<file path="src/lpsr_consts.svh">
`ifndef LPSR_CONSTS_SVH
`define LPSR_CONSTS_SVH
// register offsets
`define LPSR_OFF_RSVD 8'h00
`define LPSR_OFF_CFG 8'h01
`define LPSR_OFF_IRQ 8'h02
`define LPSR_OFF_NLO 8'h03
`define LPSR_OFF_NHI 8'h04
`define LPSR_OFF_LA 8'h05
`define LPSR_OFF_LB 8'h06
`define LPSR_OFF_LC 8'h07
`define LPSR_OFF_NRES 8'h08
`define LPSR_OFF_LRLO 8'h09
`define LPSR_OFF_LRHI 8'h0A
`define LPSR_OFF_TA 8'h0E
`define LPSR_OFF_TB 8'h0F
// reset values that are not zero
`define LPSR_RST_NHI 8'hFF
`define LPSR_RST_LB 8'hF0
`define LPSR_RST_LC 8'hFF
// field positions in irq_control
`define LPSR_POS_PFLAG 7
`define LPSR_POS_LFLAG 3
// upper six bits of the serial slave address
`define LPSR_SLAVE_HI 6'h22
// timing
`define LPSR_CLK_NS 5
`define LPSR_TICK_NS 1000
`define LPSR_TICK_CYC (`LPSR_TICK_NS / `LPSR_CLK_NS)
`define LPSR_PROX_CONV_US 540
`define LPSR_LIGHT_PERIOD_US 100000
`define LPSR_GAP_UNIT_US 12500
`endif

</file>
<file path="src/lpsr_pkg.sv">
`default_nettype none
package lpsr_pkg;
    typedef enum logic [2:0] {
        BUS_IDLE = 3'b000,
        BUS_ADDR = 3'b001,
        BUS_PTR = 3'b010,
        BUS_WDATA = 3'b011,
        BUS_RDATA = 3'b100,
        BUS_ACK = 3'b101,
        BUS_MACK = 3'b110
    } lpsr_bus_e;

    typedef struct packed {
        logic proximityRun;
        logic [2:0] proximityGapSelect;
        logic ledSinkStrength;
        logic lightRun;
        logic lightLuxSpan;
        logic lightSourceSelect;
    } lpsr_cfg_s;

    typedef struct packed {
        logic proximityEvent;
        logic [1:0] proximityRepeatCount;
        logic spare;
        logic lightEvent;
        logic [1:0] lightRepeatCount;
        logic combineAnd;
    } lpsr_irq_s;

    typedef struct packed {
        logic ledSinkPin;
        logic ledSinkStrength;
        logic lightLuxSpan;
        logic lightSourceSelect;
    } lpsr_front_s;

    typedef struct packed {
        logic [1:0] sclSync;
        logic [1:0] sdaSync;
        logic [1:0] addrSync;
        logic sclPrev;
        logic sdaPrev;
        lpsr_bus_e bus;
        lpsr_bus_e nextBus;
        logic [3:0] bitCnt;
        logic [7:0] shift;
        logic [7:0] ptr;
        logic nackSeen;
        logic sdaOen;
        logic [7:0] tickCnt;
        logic proxConv;
        logic proxRunPrev;
        logic [19:0] proxTimer;
        logic lightRunPrev;
        logic [19:0] lightTimer;
        lpsr_cfg_s cfg;
        lpsr_irq_s irq;
        logic [7:0] nearLow;
        logic [7:0] nearHigh;
        logic [7:0] limA;
        logic [7:0] limB;
        logic [7:0] limC;
        logic [7:0] nearRes;
        logic [11:0] lightRes;
        logic [7:0] testA;
        logic [7:0] testB;
        logic [4:0] proxHits;
        logic [4:0] lightHits;
        logic nearDone;
        logic lightDone;
        logic intN;
        lpsr_front_s front;
    } lpsr_state_s;
endpackage
`default_nettype wire
</file>
<file path="src/light_proximity_sensor_regs.sv">
`timescale 1ns/100ps
`default_nettype none
`include "lpsr_consts.svh"

module light_proximity_sensor_regs #(
    parameter int PROX_CONV_US = `LPSR_PROX_CONV_US,
    parameter int LIGHT_PERIOD_US = `LPSR_LIGHT_PERIOD_US,
    parameter int GAP_UNIT_US = `LPSR_GAP_UNIT_US
) (
    input wire logic ref_clk, // 200 MHz core clock
    input wire logic arst_n, // async reset, active low
    input wire logic scl, // serial clock pin
    input wire logic sdaIn, // serial data pin level
    output logic sdaOut, // serial data drive value, always low
    output logic sdaOen, // low while pulling data line low
    input wire logic addrSel, // address select pin
    input wire logic [7:0] nearSample, // proximity converter code
    input wire logic [11:0] lightSample, // light converter code
    output lpsr_pkg::lpsr_front_s front, // front-end controls
    output logic intN // interrupt, active low
);
    import lpsr_pkg::*;

    // ********************************
    // helpers
    // ********************************
    // gap select to idle time, in microseconds
    function automatic logic [19:0] gapUs(input logic [2:0] sel);
        logic [6:0] units;
        unique case (sel)
            3'h7: units = 7'h00;
            3'h6: units = 7'h01;
            3'h5: units = 7'h04;
            3'h4: units = 7'h06;
            3'h3: units = 7'h08;
            3'h2: units = 7'h10;
            3'h1: units = 7'h20;
            3'h0: units = 7'h40;
        endcase
        gapUs = 20'(units * GAP_UNIT_US);
    endfunction

    // persistence code to hit count
    function automatic logic [4:0] persistLimit(input logic [1:0] code);
        unique case (code)
            2'h0: persistLimit = 5'h01;
            2'h1: persistLimit = 5'h04;
            2'h2: persistLimit = 5'h08;
            2'h3: persistLimit = 5'h10;
        endcase
    endfunction

    // hit counter saturates at sixteen so it cannot wrap back under the limit
    function automatic logic [4:0] nextHits(input logic [4:0] hits, input logic qual);
        if (!qual) begin
            nextHits = 5'h00;
        end else if (hits == 5'h10) begin
            nextHits = hits;
        end else begin
            nextHits = hits + 5'h01;
        end
    endfunction

    lpsr_state_s s;
    lpsr_state_s n;

    // read decode; holes and the reserved slot answer zero
    function automatic logic [7:0] regRead(input logic [7:0] a, input lpsr_state_s r);
        unique case (a)
            `LPSR_OFF_CFG: regRead = r.cfg;
            `LPSR_OFF_IRQ: regRead = r.irq;
            `LPSR_OFF_NLO: regRead = r.nearLow;
            `LPSR_OFF_NHI: regRead = r.nearHigh;
            `LPSR_OFF_LA: regRead = r.limA;
            `LPSR_OFF_LB: regRead = r.limB;
            `LPSR_OFF_LC: regRead = r.limC;
            `LPSR_OFF_NRES: regRead = r.nearRes;
            `LPSR_OFF_LRLO: regRead = r.lightRes[7:0];
            `LPSR_OFF_LRHI: regRead = {4'h0, r.lightRes[11:8]};
            `LPSR_OFF_TA: regRead = r.testA;
            `LPSR_OFF_TB: regRead = r.testB;
            default: regRead = 8'h00;
        endcase
    endfunction

    logic sclNow;
    logic sdaNow;
    logic sclRise;
    logic sclFall;
    logic startCond;
    logic stopCond;
    logic wrEn;
    logic loadRd;
    logic [7:0] rdByte;
    logic tick;
    logic nearQual;
    logic lightQual;
    logic [11:0] lightLow;
    logic [11:0] lightHigh;
    logic [19:0] gap;

    // ********************************
    // next state
    // ********************************
    always_comb begin
        n = s;
        wrEn = 1'b0;
        loadRd = 1'b0;
        gap = gapUs(s.cfg.proximityGapSelect);
        // pins pass two flops before anything looks at them
        n.sclSync = {s.sclSync[0], scl};
        n.sdaSync = {s.sdaSync[0], sdaIn};
        n.addrSync = {s.addrSync[0], addrSel};
        sclNow = s.sclSync[1];
        sdaNow = s.sdaSync[1];
        n.sclPrev = sclNow;
        n.sdaPrev = sdaNow;
        sclRise = sclNow & ~s.sclPrev;
        sclFall = ~sclNow & s.sclPrev;
        startCond = sclNow & s.sclPrev & s.sdaPrev & ~sdaNow;
        stopCond = sclNow & s.sclPrev & ~s.sdaPrev & sdaNow;

        // serial slave: start or stop break any transfer
        if (startCond) begin
            n.bus = BUS_ADDR;
            n.bitCnt = 4'h0;
            n.sdaOen = 1'b1;
        end else if (stopCond) begin
            n.bus = BUS_IDLE;
            n.sdaOen = 1'b1;
        end else begin
            unique case (s.bus)
                BUS_IDLE: begin
                end
                BUS_ADDR, BUS_PTR, BUS_WDATA: begin
                    if (sclRise && s.bitCnt != 4'h8) begin
                        n.shift = {s.shift[6:0], sdaNow};
                        n.bitCnt = s.bitCnt + 4'h1;
                    end else if (sclFall && s.bitCnt == 4'h8) begin
                        n.bitCnt = 4'h0;
                        n.bus = BUS_ACK;
                        n.sdaOen = 1'b0;
                        if (s.bus == BUS_ADDR) begin
                            n.nextBus = s.shift[0] ? BUS_RDATA : BUS_PTR;
                            // other addresses are left alone, no acknowledge
                            if (s.shift[7:1] != {`LPSR_SLAVE_HI, s.addrSync[1]}) begin
                                n.bus = BUS_IDLE;
                                n.sdaOen = 1'b1;
                            end
                        end else if (s.bus == BUS_PTR) begin
                            n.ptr = s.shift;
                            n.nextBus = BUS_WDATA;
                        end else begin
                            wrEn = 1'b1;
                            n.ptr = s.ptr + 8'h01;
                            n.nextBus = BUS_WDATA;
                        end
                    end
                end
                BUS_ACK: begin
                    if (sclFall) begin
                        n.sdaOen = 1'b1;
                        n.bus = s.nextBus;
                        loadRd = (s.nextBus == BUS_RDATA);
                    end
                end
                BUS_RDATA: begin
                    if (sclRise) begin
                        n.bitCnt = s.bitCnt + 4'h1;
                    end else if (sclFall) begin
                        if (s.bitCnt == 4'h8) begin
                            n.sdaOen = 1'b1;
                            n.bus = BUS_MACK;
                        end else begin
                            n.shift = {s.shift[6:0], 1'b0};
                            n.sdaOen = s.shift[6];
                        end
                    end
                end
                BUS_MACK: begin
                    if (sclRise) begin
                        n.nackSeen = sdaNow;
                    end else if (sclFall) begin
                        n.bus = s.nackSeen ? BUS_IDLE : BUS_RDATA;
                        loadRd = ~s.nackSeen;
                    end
                end
                default: begin
                    n.bus = BUS_IDLE;
                    n.sdaOen = 1'b1;
                end
            endcase
        end

        // read byte is fetched at the moment its first bit goes out; pointer steps on
        rdByte = regRead(s.ptr, s);
        if (loadRd) begin
            n.shift = rdByte;
            n.sdaOen = rdByte[7];
            n.bitCnt = 4'h0;
            n.ptr = s.ptr + 8'h01;
        end

        // register writes; results and the reserved slot ignore them
        if (wrEn) begin
            unique case (s.ptr)
                `LPSR_OFF_CFG: n.cfg = s.shift;
                `LPSR_OFF_IRQ: begin
                    n.irq = s.shift;
                    // flags only clear on a written zero, a one leaves them
                    n.irq.proximityEvent = s.irq.proximityEvent & s.shift[`LPSR_POS_PFLAG];
                    n.irq.lightEvent = s.irq.lightEvent & s.shift[`LPSR_POS_LFLAG];
                end
                `LPSR_OFF_NLO: n.nearLow = s.shift;
                `LPSR_OFF_NHI: n.nearHigh = s.shift;
                `LPSR_OFF_LA: n.limA = s.shift;
                `LPSR_OFF_LB: n.limB = s.shift;
                `LPSR_OFF_LC: n.limC = s.shift;
                `LPSR_OFF_TA: n.testA = s.shift;
                `LPSR_OFF_TB: n.testB = s.shift;
                default: begin
                end
            endcase
        end
        // one-microsecond enable so long timers stay twenty bits wide
        tick = (s.tickCnt == 8'(`LPSR_TICK_CYC - 1));
        n.tickCnt = tick ? 8'h00 : s.tickCnt + 8'h01;
        // proximity sequencer: convert, then idle for the chosen gap
        n.nearDone = 1'b0;
        n.proxRunPrev = s.cfg.proximityRun;
        if (!s.cfg.proximityRun) begin
            n.proxConv = 1'b0;
            n.proxTimer = 20'h00000;
        end else if (!s.proxRunPrev) begin
            n.proxConv = 1'b1;
            n.proxTimer = 20'(PROX_CONV_US);
        end else if (tick) begin
            n.proxTimer = s.proxTimer - 20'h00001;
            if (s.proxTimer == 20'h00001) begin
                if (s.proxConv) begin
                    n.nearDone = 1'b1;
                    n.proxConv = (gap == 20'h00000);
                    n.proxTimer = (gap == 20'h00000) ? 20'(PROX_CONV_US) : gap;
                end else begin
                    n.proxConv = 1'b1;
                    n.proxTimer = 20'(PROX_CONV_US);
                end
            end
        end
        // light sequencer: free-running period while enabled
        n.lightDone = 1'b0;
        n.lightRunPrev = s.cfg.lightRun;
        if (!s.cfg.lightRun) begin
            n.lightTimer = 20'h00000;
        end else if (!s.lightRunPrev) begin
            n.lightTimer = 20'(LIGHT_PERIOD_US);
        end else if (tick) begin
            n.lightTimer = s.lightTimer - 20'h00001;
            if (s.lightTimer == 20'h00001) begin
                n.lightDone = 1'b1;
                n.lightTimer = 20'(LIGHT_PERIOD_US);
            end
        end
        // results latch on completion; the window comparisons use the live nearSample and lightSample
        lightLow = {s.limB[3:0], s.limA};
        lightHigh = {s.limC, s.limB[7:4]};
        nearQual = (nearSample > s.nearHigh) || (nearSample < s.nearLow);
        lightQual = (lightSample > lightHigh) || (lightSample < lightLow);
        if (n.nearDone) begin
            n.nearRes = nearSample;
            n.proxHits = nextHits(s.proxHits, nearQual);
            if (nextHits(s.proxHits, nearQual) >= persistLimit(s.irq.proximityRepeatCount)) begin
                n.irq.proximityEvent = 1'b1;
            end
        end
        if (n.lightDone) begin
            n.lightRes = lightSample;
            n.lightHits = nextHits(s.lightHits, lightQual);
            if (nextHits(s.lightHits, lightQual) >= persistLimit(s.irq.lightRepeatCount)) begin
                n.irq.lightEvent = 1'b1;
            end
        end

        // interrupt pin follows the stored flags one cycle later
        n.intN = s.irq.combineAnd ? ~(s.irq.proximityEvent & s.irq.lightEvent)
                                  : ~(s.irq.proximityEvent | s.irq.lightEvent);

        // LED sinks only while a proximity conversion is running
        n.front.ledSinkPin = s.proxConv & s.cfg.proximityRun;
        n.front.ledSinkStrength = s.cfg.ledSinkStrength;
        n.front.lightLuxSpan = s.cfg.lightLuxSpan;
        n.front.lightSourceSelect = s.cfg.lightSourceSelect;
    end

    // ********************************
    // state register
    // ********************************
    always_ff @(posedge ref_clk or negedge arst_n) begin
        if (!arst_n) begin
            s <= '0;
            s.sclSync <= 2'h3;
            s.sdaSync <= 2'h3;
            s.sclPrev <= 1'b1;
            s.sdaPrev <= 1'b1;
            s.sdaOen <= 1'b1;
            s.intN <= 1'b1;
            s.nearHigh <= `LPSR_RST_NHI;
            s.limB <= `LPSR_RST_LB;
            s.limC <= `LPSR_RST_LC;
        end else begin
            s <= n;
        end
    end

    // open drain: the line is only ever pulled low
    assign sdaOut = 1'b0;
    assign sdaOen = s.sdaOen;
    assign front = s.front;
    assign intN = s.intN;
endmodule

`default_nettype wire

</file>
<file path="config.mk">
export PLATFORM = sky130hd
export DESIGN_NAME = light_proximity_sensor_regs
export DESIGN_NICKNAME = d
export VERILOG_FILES = /design/src/lpsr_pkg.sv /design/src/light_proximity_sensor_regs.sv
export VERILOG_INCLUDE_DIRS = /design/src
export SDC_FILE = /design/constraint.sdc
export NUM_CORES = 1
export LEC_CHECK = 0
export BUFFER_PORTS_ARGS = -buffer_cell sky130_fd_sc_hd__buf_2
export CAP_MARGIN = 20
export CORE_AREA = 2 2 137 139
export DETAILED_ROUTE_END_ITERATION = 6
export DIE_AREA = 0 0 139 141
export GPL_TIMING_DRIVEN = 0
export PLACE_DENSITY = 0.85
export SLEW_MARGIN = 15
export SYNTH_ARGS = -nofsm -noshare
export SYNTH_HDL_FRONTEND = slang
export SYNTH_SLANG_ARGS = --single-unit
</file>
<file path="constraint.sdc">
create_clock -name ref_clk -period 7.8 [get_ports ref_clk]
set_input_delay 1.56 -clock ref_clk [delete_from_list [all_inputs] [get_ports ref_clk]]
set_output_delay 1.56 -clock ref_clk [all_outputs]
set_load 0.02 [all_outputs]
</file>
==> results.ini <==
[status]
status = completed

[clock_network]
clockRootBuffer = clkbuf_16
holdBufCountCts = 0
cts_setup_buffers = 0
clkTransAtPathRegs_ns = 0.07
post_cts_resized = 0
numCtsBuffers = 17
clockBufferDepth = 2
clock-sinks = 194
htreeDepth = 4
cts_tree = done
clock_latency_ns = 0.45

[drt]
ant_nets = 0
remaining_drc_errors = 0
vias = 10772
wire_per_inst_um = 19.4
finalWirelength_mm = 31.9
drt_iter0_markers = 1506
drtPass1Iterations = 7
vias_per_cell = 6.56

[synth]
syn_area_per_cell_sq_um = 9.10
async_flop_share = 1.00
yosys.area.top_type = dfrtp_1
synth_cell_types = 80
synth_top_area_frac = 0.341
synth-seq-area-share = 0.402
synth-main-ff-cell = dfrtp_1
synth_area_sq_um = 12200
synth_edf_count = 0
syn_inst = 1338
synth_seq_cells = 194
synth_warnings = 0
yosys-top-cells-area = dfrtp_1, ha_1, dfstp_2, nand2_1, o21ai_0

[critical_path]
reg2reg_to = s[143]
arrival_ns = 6.00
cpPeakStageDelay_ns = 0.66
reg2regPathDepth = 15
r2r_slack_ns = 2.12
cp-start-kind = flop
crit_slowest_cell = nor4_2
cp.required_ns = 8.12
worstSetupPathType = reg -> reg
rr_startpoint = s[107]
timing.critical_path.cells = clkbuf_1 > nand2b_1 > nor2_1 > ha_1 > ha_1 > fa_1 > ha_1 > ha_1 > and3_1 > nand3_1 > a211oi_1 > o311ai_0 > nor4_2 > nand2b_1 > o21ai_0
crit_path_frequent_cell = ha_1
crit_path_end_kind = flop
path_max_fanout = 10

[finish]
mostFrequentLayoutCells = nand2_1, dfrtp_1, o21ai_0
area_growth_pct = 8.88
final_common_cell = nand2_1
n_antenna_cell = 0
drive_above_1_share = 0.130
fin_nets = 1522
post-route-util = 0.726
fillers = 1334

[min_path]
hold_path.class = reg -> reg
min_to = s[191]
hold_depth = 0
worstHoldStart = n[191]

[sta]
setup_slack_ns = 2.12
slew_violations = 0
fmax_ghz = 0.176
setup_viol = 0
tightest_slew_ns = 1.08
finalHoldViolations = 0
relSlewSlack = 0.272
tns_ns = 0
min_period_ns = 5.68
skew_ns = 0.0105
final_min_period_over_clock_period = 0.729
rsz0062_at_grt = no

[power_and_ir_drop]
power_w = 0.00213
p_leak_nw = 5.93
sequentialPowerShare = 0.496
clkPwrFrac = 0.407
combPwrFrac = 0.097
intPower_w = 0.00154
power.switching_w = 0.000596
switching_share = 0.280
vdd_drop_max_uv = 168
powerDensity_nw_per_um2 = 161

[place]
gp_congestion = 0.998
hpwlAfterDp_mm = 23.4
port_buffers = 30
dpl_worst_slack_ns = 2.29

[global_routing]
grt.total_usage = 0.332
grt_overflow_total = 0
grt_max_degree = 106
grt_pass1_wl_mm = 52.3
grt_antenna_before_repair = 0
grt_pass1_vias = 10401

[floorplan]
rows = 50
ioPinCount = 32
die-area_sq_um = 19600
start_util = 0.667
dieWidth_um = 139
core_sq_um = 18300
die_h_um = 141

[run]
cap_violations = 0

==> power groups by stage <==
stage / Clock (W) / Combinational [W] / Sequential [W]
after global routing: 0.000916 / 0.000221 / 0.00106
after CTS: 0.000874 / 0.000201 / 0.00106
after floorplan: 0 / 0.000106 / 0.00106
after global placement: 0 / 0.000191 / 0.00107
final: 0.000867 / 0.000207 / 0.00106
after detailed placement: 0 / 0.000199 / 0.00108
==> cell type report <==
| class | count | area (sq um) | share of cell area |
|---|---|---|---|
| plain buffers | 60 | 270 | 0.0204 |
| multi-input cells | 1008 | 6730 | 0.508 |
| clock buffers | 18 | 429 | 0.0324 |
| repair buffers | 31 | 188 | 0.0142 |
| clock inverters | 14 | 145 | 0.0109 |
| flip-flops and latches | 194 | 4890 | 0.369 |
| inverters | 83 | 312 | 0.0235 |
| well taps | 234 | 293 | 0.0221 |
==> routing by layer <==
metal | track usage | vias to the layer above | share of wire
met5 | 0 | - | 0
met4 | 0.154 | 0 | 0.047
met3 | 0.0700 | 138 | 0.086
met2 | 0.530 | 524 | 0.46
met1 | 0.439 | 5183 | 0.40
li1 | - | 4927 | -
==> flip-flops by register name, summed over array words and instances (netlist names) <==
signal     flops
front          4
intN           1
lightHigh     12
lightLow      12
n             10
s            154
sdaOen         1
==> worst max-delay path: cells and delay by family, from the launching register on <==
family | cells | cell delay (ns)
simple gates | 6 | 1.81
fa+ha+maj | 5 | 1.89
compound gates | 3 | 1.07
buf+inv | 1 | 0.43
flops | 1 | 0.36
==> how the worst max path moves through the flow <==
| stage | cells after the start | end | start |
|---|---|---|---|
| 2_1_floorplan | 15 | s[142] | s[106] |
| 3_3_place_gp | 1 | lightLow[7] | arst_n |
| 3_5_place_dp | 15 | s[143] | s[107] |
| 4_1_cts | 15 | s[143] | s[107] |
| 5_1_grt | 15 | s[133] | s[107] |
| 6_report | 15 | s[143] | s[107] |
==> stage by stage <==
stage          hold WS [ns]  std cells  instance area [sq um]
6_report              0.358       1642                  13300
5_1_grt               0.364       1642                  13300
4_1_cts               0.358       1642                  13300
3_5_place_dp          0.343       1610                  12700
3_3_place_gp          0.338       1609                  12600
2_1_floorplan         0.331       1345                  12200
==> cell usage after synthesis, types with 9 or more instances <==
cell / n
a21o_1: 19
a21oi_1: 82
a22oi_1: 16
a31oi_1: 15
and3_1: 9
buf_2: 9
clkbuf_1: 39
dfrtp_1: 166
dfstp_2: 28
ha_1: 98
inv_1: 83
mux2_2: 51
mux2i_1: 10
nand2_1: 172
nand2b_1: 19
nand3_1: 31
nand4_1: 10
nor2_1: 83
nor2b_1: 11
nor3_1: 44
nor4_1: 11
o21ai_0: 122
o22ai_1: 11
o31ai_1: 9
xnor2_1: 16
xor2_1: 10
==> kinds of logic after synthesis <==
logic type / count (synthesis) / synth area share
simple gates: 447 / 0.180
compound gates: 362 / 0.186
flops: 194 / 0.402
buf+inv: 143 / 0.0478
fa+ha+maj: 103 / 0.108
mux: 62 / 0.0572
xor+xnor: 26 / 0.0187
other cells: 1 / 0.000308
No activity file was read; power rests on OpenSTA's default activity.
